<file path="src/otc_defs.vh">
// constants for the offset calibration and trim control block
// assumes inclusion by bare name from the design files
`ifndef OTC_DEFS_VH
`define OTC_DEFS_VH

// ----------------------------------------
// trim widths and reset values
// ----------------------------------------
`define OTC_TRIM_W        8
`define OTC_OFS_RST       8'h80
`define OTC_GAIN_RST      8'h80
`define OTC_TIME_RST      8'h80

// ----------------------------------------
// sequencer timing
// ----------------------------------------
`define OTC_CLK_MHZ       200
`define OTC_STEP_NS       100
// 100 ns step at 200 MHz, rounded up
`define OTC_STEP_CYC      16'd20
`define OTC_BG_GAP_CYC    16'd64

// ----------------------------------------
// core indices
// ----------------------------------------
`define OTC_CORE_A        2'd0
`define OTC_CORE_B        2'd1
`define OTC_CORE_SPARE    2'd2
`define OTC_NUM_CORES     3

`endif

</file>
<file path="src/otc_top.v">
// offset calibration sequencing and trim application for a two-core interleaved converter
// assumes all inputs synchronous to core_clk; offset results come from the calibration engine
`timescale 1ns/1ps
`include "otc_defs.vh"

// How it works
// - foreground offset enable: offsets corrected once during the foreground pass
// - background offset enable: offsets corrected repeatedly during background running
// - foreground enable latched at calibration start gives one-time offset under background
// - calibration results land in offset trims; software writes blocked while in use
// - foreground offset with background select calibrates all three cores
// - dual mode: channel A from core A input A, channel B from core B input B
// - 0 deg bank timing for dual and core B single; -90 deg for core A single
// - dual mode: either inter-core trim shifts core A against core B
// - single mode: dedicated single-channel timing trims set core A against core B
// - foreground start from pin or software trigger, chosen by pin trigger select
module otc_top #(
	parameter W = `OTC_TRIM_W
) (
	input  wire         core_clk,
	input  wire         rst,
	input  wire         fg_offset_cal_enable,
	input  wire         bg_offset_cal_enable,
	input  wire         background_calibration_select,
	input  wire         pin_trigger_select,
	input  wire         software_cal_trigger,
	input  wire         cal_trigger_pin,
	input  wire         single_channel_mode,
	input  wire         offset_trim_we,
	input  wire [1:0]   offset_trim_sel,
	input  wire [W-1:0] offset_trim_wdata,
	input  wire         offset_result_valid,
	input  wire [W-1:0] offset_result,
	output reg          foreground_complete_flag,
	output reg          cal_busy,
	output reg          offset_cal_active,
	output reg  [1:0]   offset_cal_core,
	output reg          offset_step_req,
	output reg          offset_write_refused,
	output reg          offset_trims_readable,
	output reg  [W-1:0] ofs_a_vina,
	output reg  [W-1:0] ofs_a_vinb,
	output reg  [W-1:0] ofs_b_vina,
	output reg  [W-1:0] ofs_b_vinb,
	output reg  [W-1:0] channel_a_offset,
	output reg  [W-1:0] channel_b_offset,
	input  wire [W-1:0] bank_timing_trim_0deg,
	input  wire [W-1:0] bank_timing_trim_m90,
	input  wire [W-1:0] core_a_timing_trim_dual,
	input  wire [W-1:0] core_b_timing_trim_dual,
	input  wire [W-1:0] core_a_timing_trim_single,
	input  wire [W-1:0] core_b_timing_trim_single,
	output reg  [W-1:0] core_a_bank_timing,
	output reg  [W-1:0] core_b_bank_timing,
	output reg  [W-1:0] core_a_intercore_timing,
	output reg  [W-1:0] core_b_intercore_timing
);
	// ----------------------------------------
	// states
	// ----------------------------------------
	localparam [2:0] ST_POWERUP = 3'd0;
	localparam [2:0] ST_IDLE    = 3'd1;
	localparam [2:0] ST_OFS     = 3'd2;
	localparam [2:0] ST_WAIT    = 3'd3;
	localparam [2:0] ST_DONE    = 3'd4;
	localparam [2:0] ST_BG      = 3'd5;
	localparam [2:0] ST_BG_GAP  = 3'd6;
	localparam [15:0] STEP_CYC  = `OTC_STEP_CYC;
	localparam [15:0] GAP_CYC   = `OTC_BG_GAP_CYC;

	reg  [2:0]  state;
	reg  [15:0] timer;
	reg         trig_prev;
	reg         os_latched;
	reg         bgos_latched;
	reg         bg_latched;
	reg  [1:0]  last_core;

	// ----------------------------------------
	// trigger source
	// ----------------------------------------
	wire trig_level = pin_trigger_select ? cal_trigger_pin : software_cal_trigger;
	wire trig_rise  = trig_level & ~trig_prev;
	// background running needs software trigger high with pin source off
	wire bg_run     = background_calibration_select & ~pin_trigger_select & software_cal_trigger;

	always @(posedge core_clk) begin
		if (rst)
			trig_prev <= 1'b0;
		else
			trig_prev <= trig_level;
	end

	// ----------------------------------------
	// offset calibration sequencer
	// ----------------------------------------
	always @(posedge core_clk) begin
		if (rst) begin
			state                    <= ST_POWERUP;
			timer                    <= 16'h0000;
			os_latched               <= 1'b0;
			bgos_latched             <= 1'b0;
			bg_latched               <= 1'b0;
			last_core                <= 2'd0;
			offset_cal_core          <= 2'd0;
			offset_step_req          <= 1'b0;
			foreground_complete_flag <= 1'b0;
			cal_busy                 <= 1'b0;
			offset_cal_active        <= 1'b0;
		end else begin
			offset_step_req <= 1'b0;
			case (state)
			ST_POWERUP: begin
				// power-on foreground pass, captures enables at start
				os_latched   <= fg_offset_cal_enable;
				bgos_latched <= bg_offset_cal_enable;
				bg_latched   <= background_calibration_select;
				cal_busy     <= 1'b1;
				state        <= ST_OFS;
			end
			ST_IDLE: begin
				if (trig_rise) begin
					// edge only: a held background trigger must not restart passes
					// enable must already be set when the trigger arrives
					os_latched               <= fg_offset_cal_enable;
					bgos_latched             <= bg_offset_cal_enable;
					bg_latched               <= background_calibration_select;
					foreground_complete_flag <= 1'b0;
					cal_busy                 <= 1'b1;
					state                    <= ST_OFS;
				end
			end
			ST_OFS: begin
				if (os_latched) begin
					// one pass over the cores; three with the spare under background
					offset_cal_active <= 1'b1;
					offset_cal_core   <= 2'd0;
					last_core         <= bg_latched ? `OTC_CORE_SPARE : `OTC_CORE_B;
					offset_step_req   <= 1'b1;
					timer             <= STEP_CYC;
					state             <= ST_WAIT;
				end else
					state <= ST_DONE;
			end
			ST_WAIT: begin
				if (timer != 16'h0000)
					timer <= timer - 16'h0001;
				if (offset_result_valid | (timer == 16'h0000)) begin
					if (offset_cal_core == last_core)
						state <= ST_DONE;
					else begin
						offset_cal_core <= offset_cal_core + 2'd1;
						offset_step_req <= 1'b1;
						timer           <= STEP_CYC;
					end
				end
			end
			ST_DONE: begin
				offset_cal_active        <= 1'b0;
				foreground_complete_flag <= 1'b1;
				cal_busy                 <= 1'b0;
				timer                    <= GAP_CYC;
				state                    <= (bg_latched & bgos_latched) ? ST_BG_GAP : ST_IDLE;
			end
			ST_BG_GAP: begin
				if (~bg_run) begin
					offset_cal_active <= 1'b0;
					state             <= ST_IDLE;
				end else if (timer == 16'h0000)
					state <= ST_BG;
				else
					timer <= timer - 16'h0001;
			end
			ST_BG: begin
				// background repeats offset steps while enabled
				if (~bg_run | ~bg_offset_cal_enable) begin
					offset_cal_active <= 1'b0;
					state             <= ST_IDLE;
				end else begin
					offset_cal_active <= 1'b1;
					offset_cal_core   <= (offset_cal_core == `OTC_CORE_SPARE) ? 2'd0 : offset_cal_core + 2'd1;
					offset_step_req   <= 1'b1;
					timer             <= GAP_CYC;
					state             <= ST_BG_GAP;
				end
			end
			default: state <= ST_IDLE;
			endcase
		end
	end

	// ----------------------------------------
	// offset trim registers
	// ----------------------------------------
	wire        ofs_in_use = os_latched | bgos_latched | offset_cal_active;
	wire        sw_ok      = offset_trim_we & ~ofs_in_use;
	wire        cal_ld     = offset_cal_active & offset_result_valid;
	wire [3:0]  sw_dec     = 4'b0001 << offset_trim_sel;
	// spare core results land in the core A slots
	wire [3:0]  cal_dec    = (offset_cal_core == `OTC_CORE_B) ? 4'b1100 : 4'b0011;
	wire [4*W-1:0] trim_q;
	genvar g;
	generate
		for (g = 0; g < 4; g = g + 1) begin : g_ofs
			// index bit 1 is core, bit 0 is input
			otc_trim_reg #(
				.W       (W),
				.RST_VAL (`OTC_OFS_RST)
			) u_ofs (
				.core_clk (core_clk),
				.rst      (rst),
				.sw_we    (sw_ok & sw_dec[g]),
				.sw_data  (offset_trim_wdata),
				.cal_we   (cal_ld & cal_dec[g]),
				.cal_data (offset_result),
				.value    (trim_q[g*W +: W])
			);
		end
	endgenerate

	// ----------------------------------------
	// applied trims
	// ----------------------------------------
	always @(posedge core_clk) begin
		if (rst) begin
			offset_write_refused    <= 1'b0;
			offset_trims_readable   <= 1'b0;
			ofs_a_vina              <= `OTC_OFS_RST;
			ofs_a_vinb              <= `OTC_OFS_RST;
			ofs_b_vina              <= `OTC_OFS_RST;
			ofs_b_vinb              <= `OTC_OFS_RST;
			channel_a_offset        <= `OTC_OFS_RST;
			channel_b_offset        <= `OTC_OFS_RST;
			core_a_bank_timing      <= `OTC_TIME_RST;
			core_b_bank_timing      <= `OTC_TIME_RST;
			core_a_intercore_timing <= `OTC_TIME_RST;
			core_b_intercore_timing <= `OTC_TIME_RST;
		end else begin
			offset_write_refused  <= offset_trim_we & ofs_in_use;
			offset_trims_readable <= foreground_complete_flag & ~bgos_latched & ~offset_cal_active;
			ofs_a_vina            <= trim_q[0*W +: W];
			ofs_a_vinb            <= trim_q[1*W +: W];
			ofs_b_vina            <= trim_q[2*W +: W];
			ofs_b_vinb            <= trim_q[3*W +: W];
			channel_a_offset      <= trim_q[0*W +: W];
			channel_b_offset      <= trim_q[3*W +: W];
			core_a_bank_timing    <= single_channel_mode ? bank_timing_trim_m90 : bank_timing_trim_0deg;
			core_b_bank_timing    <= bank_timing_trim_0deg;
			core_a_intercore_timing <= single_channel_mode ? core_a_timing_trim_single
			                                               : core_a_timing_trim_dual;
			core_b_intercore_timing <= single_channel_mode ? core_b_timing_trim_single
			                                               : core_b_timing_trim_dual;
		end
	end
endmodule // otc_top

</file>
<file path="src/otc_trim_reg.v">
// one trim register: software write or calibration load, value held otherwise
// assumes synchronous active-high reset on core_clk
`timescale 1ns/1ps
module otc_trim_reg #(
	parameter W = 8,
	parameter [W-1:0] RST_VAL = {W{1'b0}}
) (
	input  wire         core_clk,
	input  wire         rst,
	input  wire         sw_we,
	input  wire [W-1:0] sw_data,
	input  wire         cal_we,
	input  wire [W-1:0] cal_data,
	output reg  [W-1:0] value
);
	// calibration load wins over a software write
	always @(posedge core_clk) begin
		if (rst)
			value <= RST_VAL;
		else if (cal_we)
			value <= cal_data;
		else if (sw_we)
			value <= sw_data;
	end
endmodule // otc_trim_reg

</file>
<file path="config.mk">
export PLATFORM = sky130hd
export DESIGN_NAME = otc_top
export DESIGN_NICKNAME = d
export VERILOG_FILES = /design/src/otc_top.v /design/src/otc_trim_reg.v
export VERILOG_INCLUDE_DIRS = /design/src /design/src/src
export SDC_FILE = /design/constraint.sdc
export NUM_CORES = 1
export LEC_CHECK = 0
export BUFFER_PORTS_ARGS = -buffer_cell sky130_fd_sc_hd__buf_2
export CORE_MARGIN = 2
export CORE_UTILIZATION = 51
export DETAILED_ROUTE_END_ITERATION = 16
export HOLD_SLACK_MARGIN = 0.15
export PLACE_DENSITY = 0.8
export SLEW_MARGIN = 20
export SYNTH_ARGS = -nofsm -noshare
export SYNTH_HDL_FRONTEND = slang
export SYNTH_SLANG_ARGS = --single-unit
export TNS_END_PERCENT = 20
</file>
<file path="constraint.sdc">
create_clock -name core_clk -period 2.7 [get_ports core_clk]
set_input_delay 0.135 -clock core_clk [delete_from_list [all_inputs] [get_ports core_clk]]
set_output_delay 0.135 -clock core_clk [all_outputs]
set_load 0.03 [all_outputs]
</file>
==> results list <==
- The flow ran to the end, and the final reports show no timing, DRC or antenna violations.
- In this run the mean area of a mapped cell was 9.23 sq um.
* Number of synthesis warnings: 0
- Count of final hold-check violations: 0
- Across all layers, the routed design uses 5215 vias.
* Count of nets left with antenna violations after detail routing: 0
* Routed length per instance: 16.0 um
- Between clock sinks in the finished design, the worst skew comes to 5.19 ps.
- Final core area utilization: 0.740
- Counting flops with a built-in enable in the synthesized netlist gives 0.
- After the first detailed-routing iteration, the DRC count stood at 324.
- At the end of routability-driven placement, the weighted congestion stood at 0.928.
- The count of buffers added on input and output ports is 164.
- From synthesis to final layout, the design area changed by 41.8%.
- Mapped cell area: 5340 sq um
- Of all nets on the critical path, the largest fanout is 19.
* Non-filler instance count after layout: 962
* Arrival time reported for the critical path endpoint: 2810 ps
* Power density cells: 734 nW/um^2
- In the finished design, the share of the clock period the worst path needs comes to 0.892.
- For this design the top-level I/O count stands at 165.
* Category of the critical setup timing path: reg -> reg
- Area of the placeable core: 10200 sq um
- Clock-pin slew was measured on the worst setup and hold paths at 60 ps.
* Total DRC errors in the routed layout: 0
- GR Util All Layers: 0.277
- Leading area contributor after synthesis: dfxtp_1
- Clock buffer count from CTS: 17
* Reported max-cap violation count: 0
* Cells after synthesis: 579
- The die covers 11300 sq um.
- When the netlist entered floorplanning its net count stood at 659.
* Worst reg2reg startpoint: state[1]$_SDFFE_PP0P_
- The first global-routing pass estimated 24700 um of wire.
* Actual transition at the worst max-transition pin: 745 ps
- Of all flip-flops after synthesis, the portion carrying an async set or reset was 0.
* Remaining global-route overflow: 0
- Layout cells sized above 1: 0.280
- The clock net in this run drives a total of 129 sinks.
- Using the TritonRoute via totals, the vias-per-cell ratio works out to 5.42.
* Sequential fraction of the synthesis area: 0.483
* Fill count: 696
- Sum of negative setup slack: 0 ps
* Yosys top cell area share: 0.483
- Pins Over Slew Limit: 0
- The most used flip-flop cell after synthesis is dfxtp_1.
- Ranked by total cell area, the synthesized netlist is headed by dfxtp_1, mux2i_1, nor2_1.
- For the worst setup path, the data required time is 3100 ps.
- The most common cell in the synthesized netlist is dfxtp_1.
- Effective utilization at floorplan: 0.522
* Row Count: 37
- Clock H-tree levels: 4
- Number of buffers between clock root and the deepest sink: 2
* CTS tree: done
- Count of distinct cell types in the synthesized netlist: 62
- VDD sags by at most 0.000495 V.
* Total leakage power: 3.46 nW
* Placed cell count: 845
- Clock Latency Late Sink: 510 ps
- Number of global-route vias before repair: 5193
- Entering global routing, the biggest net connects 96 pins.
* Die Wd: 106 um
- Setup repair after global routing missed its margin: false
- In the final design database the tool counted 892 nets.
* Commonest cells in the netlist: dfxtp_1, nor2_1, mux2i_1, nor2b_1, nand2_1
- The tree is rooted in a clkbuf_8.
- The smallest clock period supported by the final layout is computed as 2410 ps.
* Final setup violation count: 0
- Post-CTS setup-driven buffer insertion count: 0
- Counting flops and latches in the post-synthesis netlist gives 129.
* Nature of the critical path startpoint: flip-flop
* Routed wire length: 15400 um
- The worst hold path begins at software_cal_trigger.
* Fmax: 415 MHz
- Critical Path Source: state[1]$_SDFFE_PP0P_
* Relative slew margins: 0.503
* Crit path capture type: flip-flop
* HP Class: in -> reg
- The HPWL after detailed placement is 9340 um.
* Detailed Routing Iterations Pass 1: 5
* Antenna violations before repair: 2
- The floorplan step set the die height to 106 um.
layout make-up:
| cell class | count | area (sq um) | share of cell area |
|---|---|---|---|
| flip-flops and latches | 129 | 2580 | 0.341 |
| multi-input cells | 391 | 2470 | 0.326 |
| repair buffers | 260 | 1770 | 0.233 |
| clock buffers | 20 | 445 | 0.0588 |
| well taps | 136 | 170 | 0.0225 |
| clock inverters | 12 | 85.1 | 0.0112 |
| inverters | 13 | 48.8 | 0.00644 |
| diodes | 1 | 2.50 | 0.000330 |
state kept, by name (all words and copies together) (netlist names), 2 cells and up:
| name | cells |
|---|---|
| ofs_a_vinb | 8 |
| offset_cal_core | 2 |
| last_core | 2 |
| core_b_bank_timing | 8 |
| core_a_bank_timing | 8 |
| state | 3 |
| core_a_intercore_timing | 8 |
| ofs_b_vina | 8 |
| g_ofs.u_ofs.value | 32 |
| timer | 16 |
| channel_a_offset | 8 |
| channel_b_offset | 8 |
| core_b_intercore_timing | 8 |
cell usage in the layout, fill, tap and decap left out, types with 3 or more instances in the layout:
| cell | instances |
|---|---|
| nand3b_1 | 4 |
| clkbuf_8 | 3 |
| nand2b_1 | 3 |
| or3_1 | 3 |
| nand2_1 | 37 |
| o21ai_0 | 17 |
| nor4_1 | 4 |
| clkinv_2 | 4 |
| buf_2 | 163 |
| or2_2 | 6 |
| nor2_1 | 85 |
| mux2i_1 | 45 |
| a21o_1 | 5 |
| nand3_1 | 4 |
| nor3_1 | 13 |
| a211oi_1 | 26 |
| a21oi_1 | 35 |
| dlygate4sd3_1 | 84 |
| and3_1 | 3 |
| a31oi_1 | 5 |
| inv_1 | 12 |
| ha_1 | 3 |
| clkbuf_16 | 16 |
| clkinvlp_4 | 4 |
| o21ai_1 | 6 |
| buf_4 | 12 |
| dfxtp_1 | 129 |
| nor2b_1 | 39 |
per-layer routing:
layer	share of wire	track usage	wire length [um]
met3	0.051	0.0662	785
met1	0.38	0.297	5790
met2	0.52	0.489	8060
met4	0.047	0.172	724
met5	0.00072	0	11
cells by family after synthesis:
group / share of synthesized area
AO/OA/AOI/OAI: 0.140
XOR/XNOR: 0.00492
adder cells (fa/ha/maj): 0.00703
buffers and inverters: 0.0555
flip-flops: 0.483
multiplexers: 0.0864
AND/OR/NAND/NOR: 0.223
worst paths after layout:
check        depth (start not counted)                       end  slack, ps
min                                  4     state[0]$_SDFFE_PP0P_        170
max reg2reg                          6     timer[5]$_SDFFE_PP0P_        290
max                                  6     timer[5]$_SDFFE_PP0P_        290
min reg2reg                          1  ofs_b_vina[7]$_SDFF_PP1_        440
where the power goes:
part | switching, mW | leakage (nW) | total (mW) | internal (mW)
logic | 0.824 | 2.15 | 1.38 | 0.556
clock network | 0.834 | 0.253 | 2.01 | 1.18
registers | 0.124 | 1.06 | 2.17 | 2.04
through the flow:
stage          total power [mW]  setup WS [ps]  hold slack (ps)  area (sq um)
6_report                   5.56            292              172          7570
3_3_place_gp               3.41            436              337          6190
3_5_place_dp               3.43            342              348          6190
5_1_grt                    5.81           73.7              194          7570
4_1_cts                    5.54            188              151          7560
2_1_floorplan              3.11            479              242          5340
repair_timing:
| action | CTS | global route |
|---|---|---|
| setup endpoints to repair | 0 | 1 |
| hold endpoints to repair | 88 | 0 |
| resized for setup | 0 | 1 |
| hold buffers | 84 | 0 |
worst max-delay path, cell delays in order, from the launching register on:
cell      delay [ps]
dfxtp_1          730
nand2b_1         230
a21oi_2          250
a221oi_2         110
buf_4            200
or4_1            500
a221oi_1         280
No activity file was read; power rests on OpenSTA's default activity.
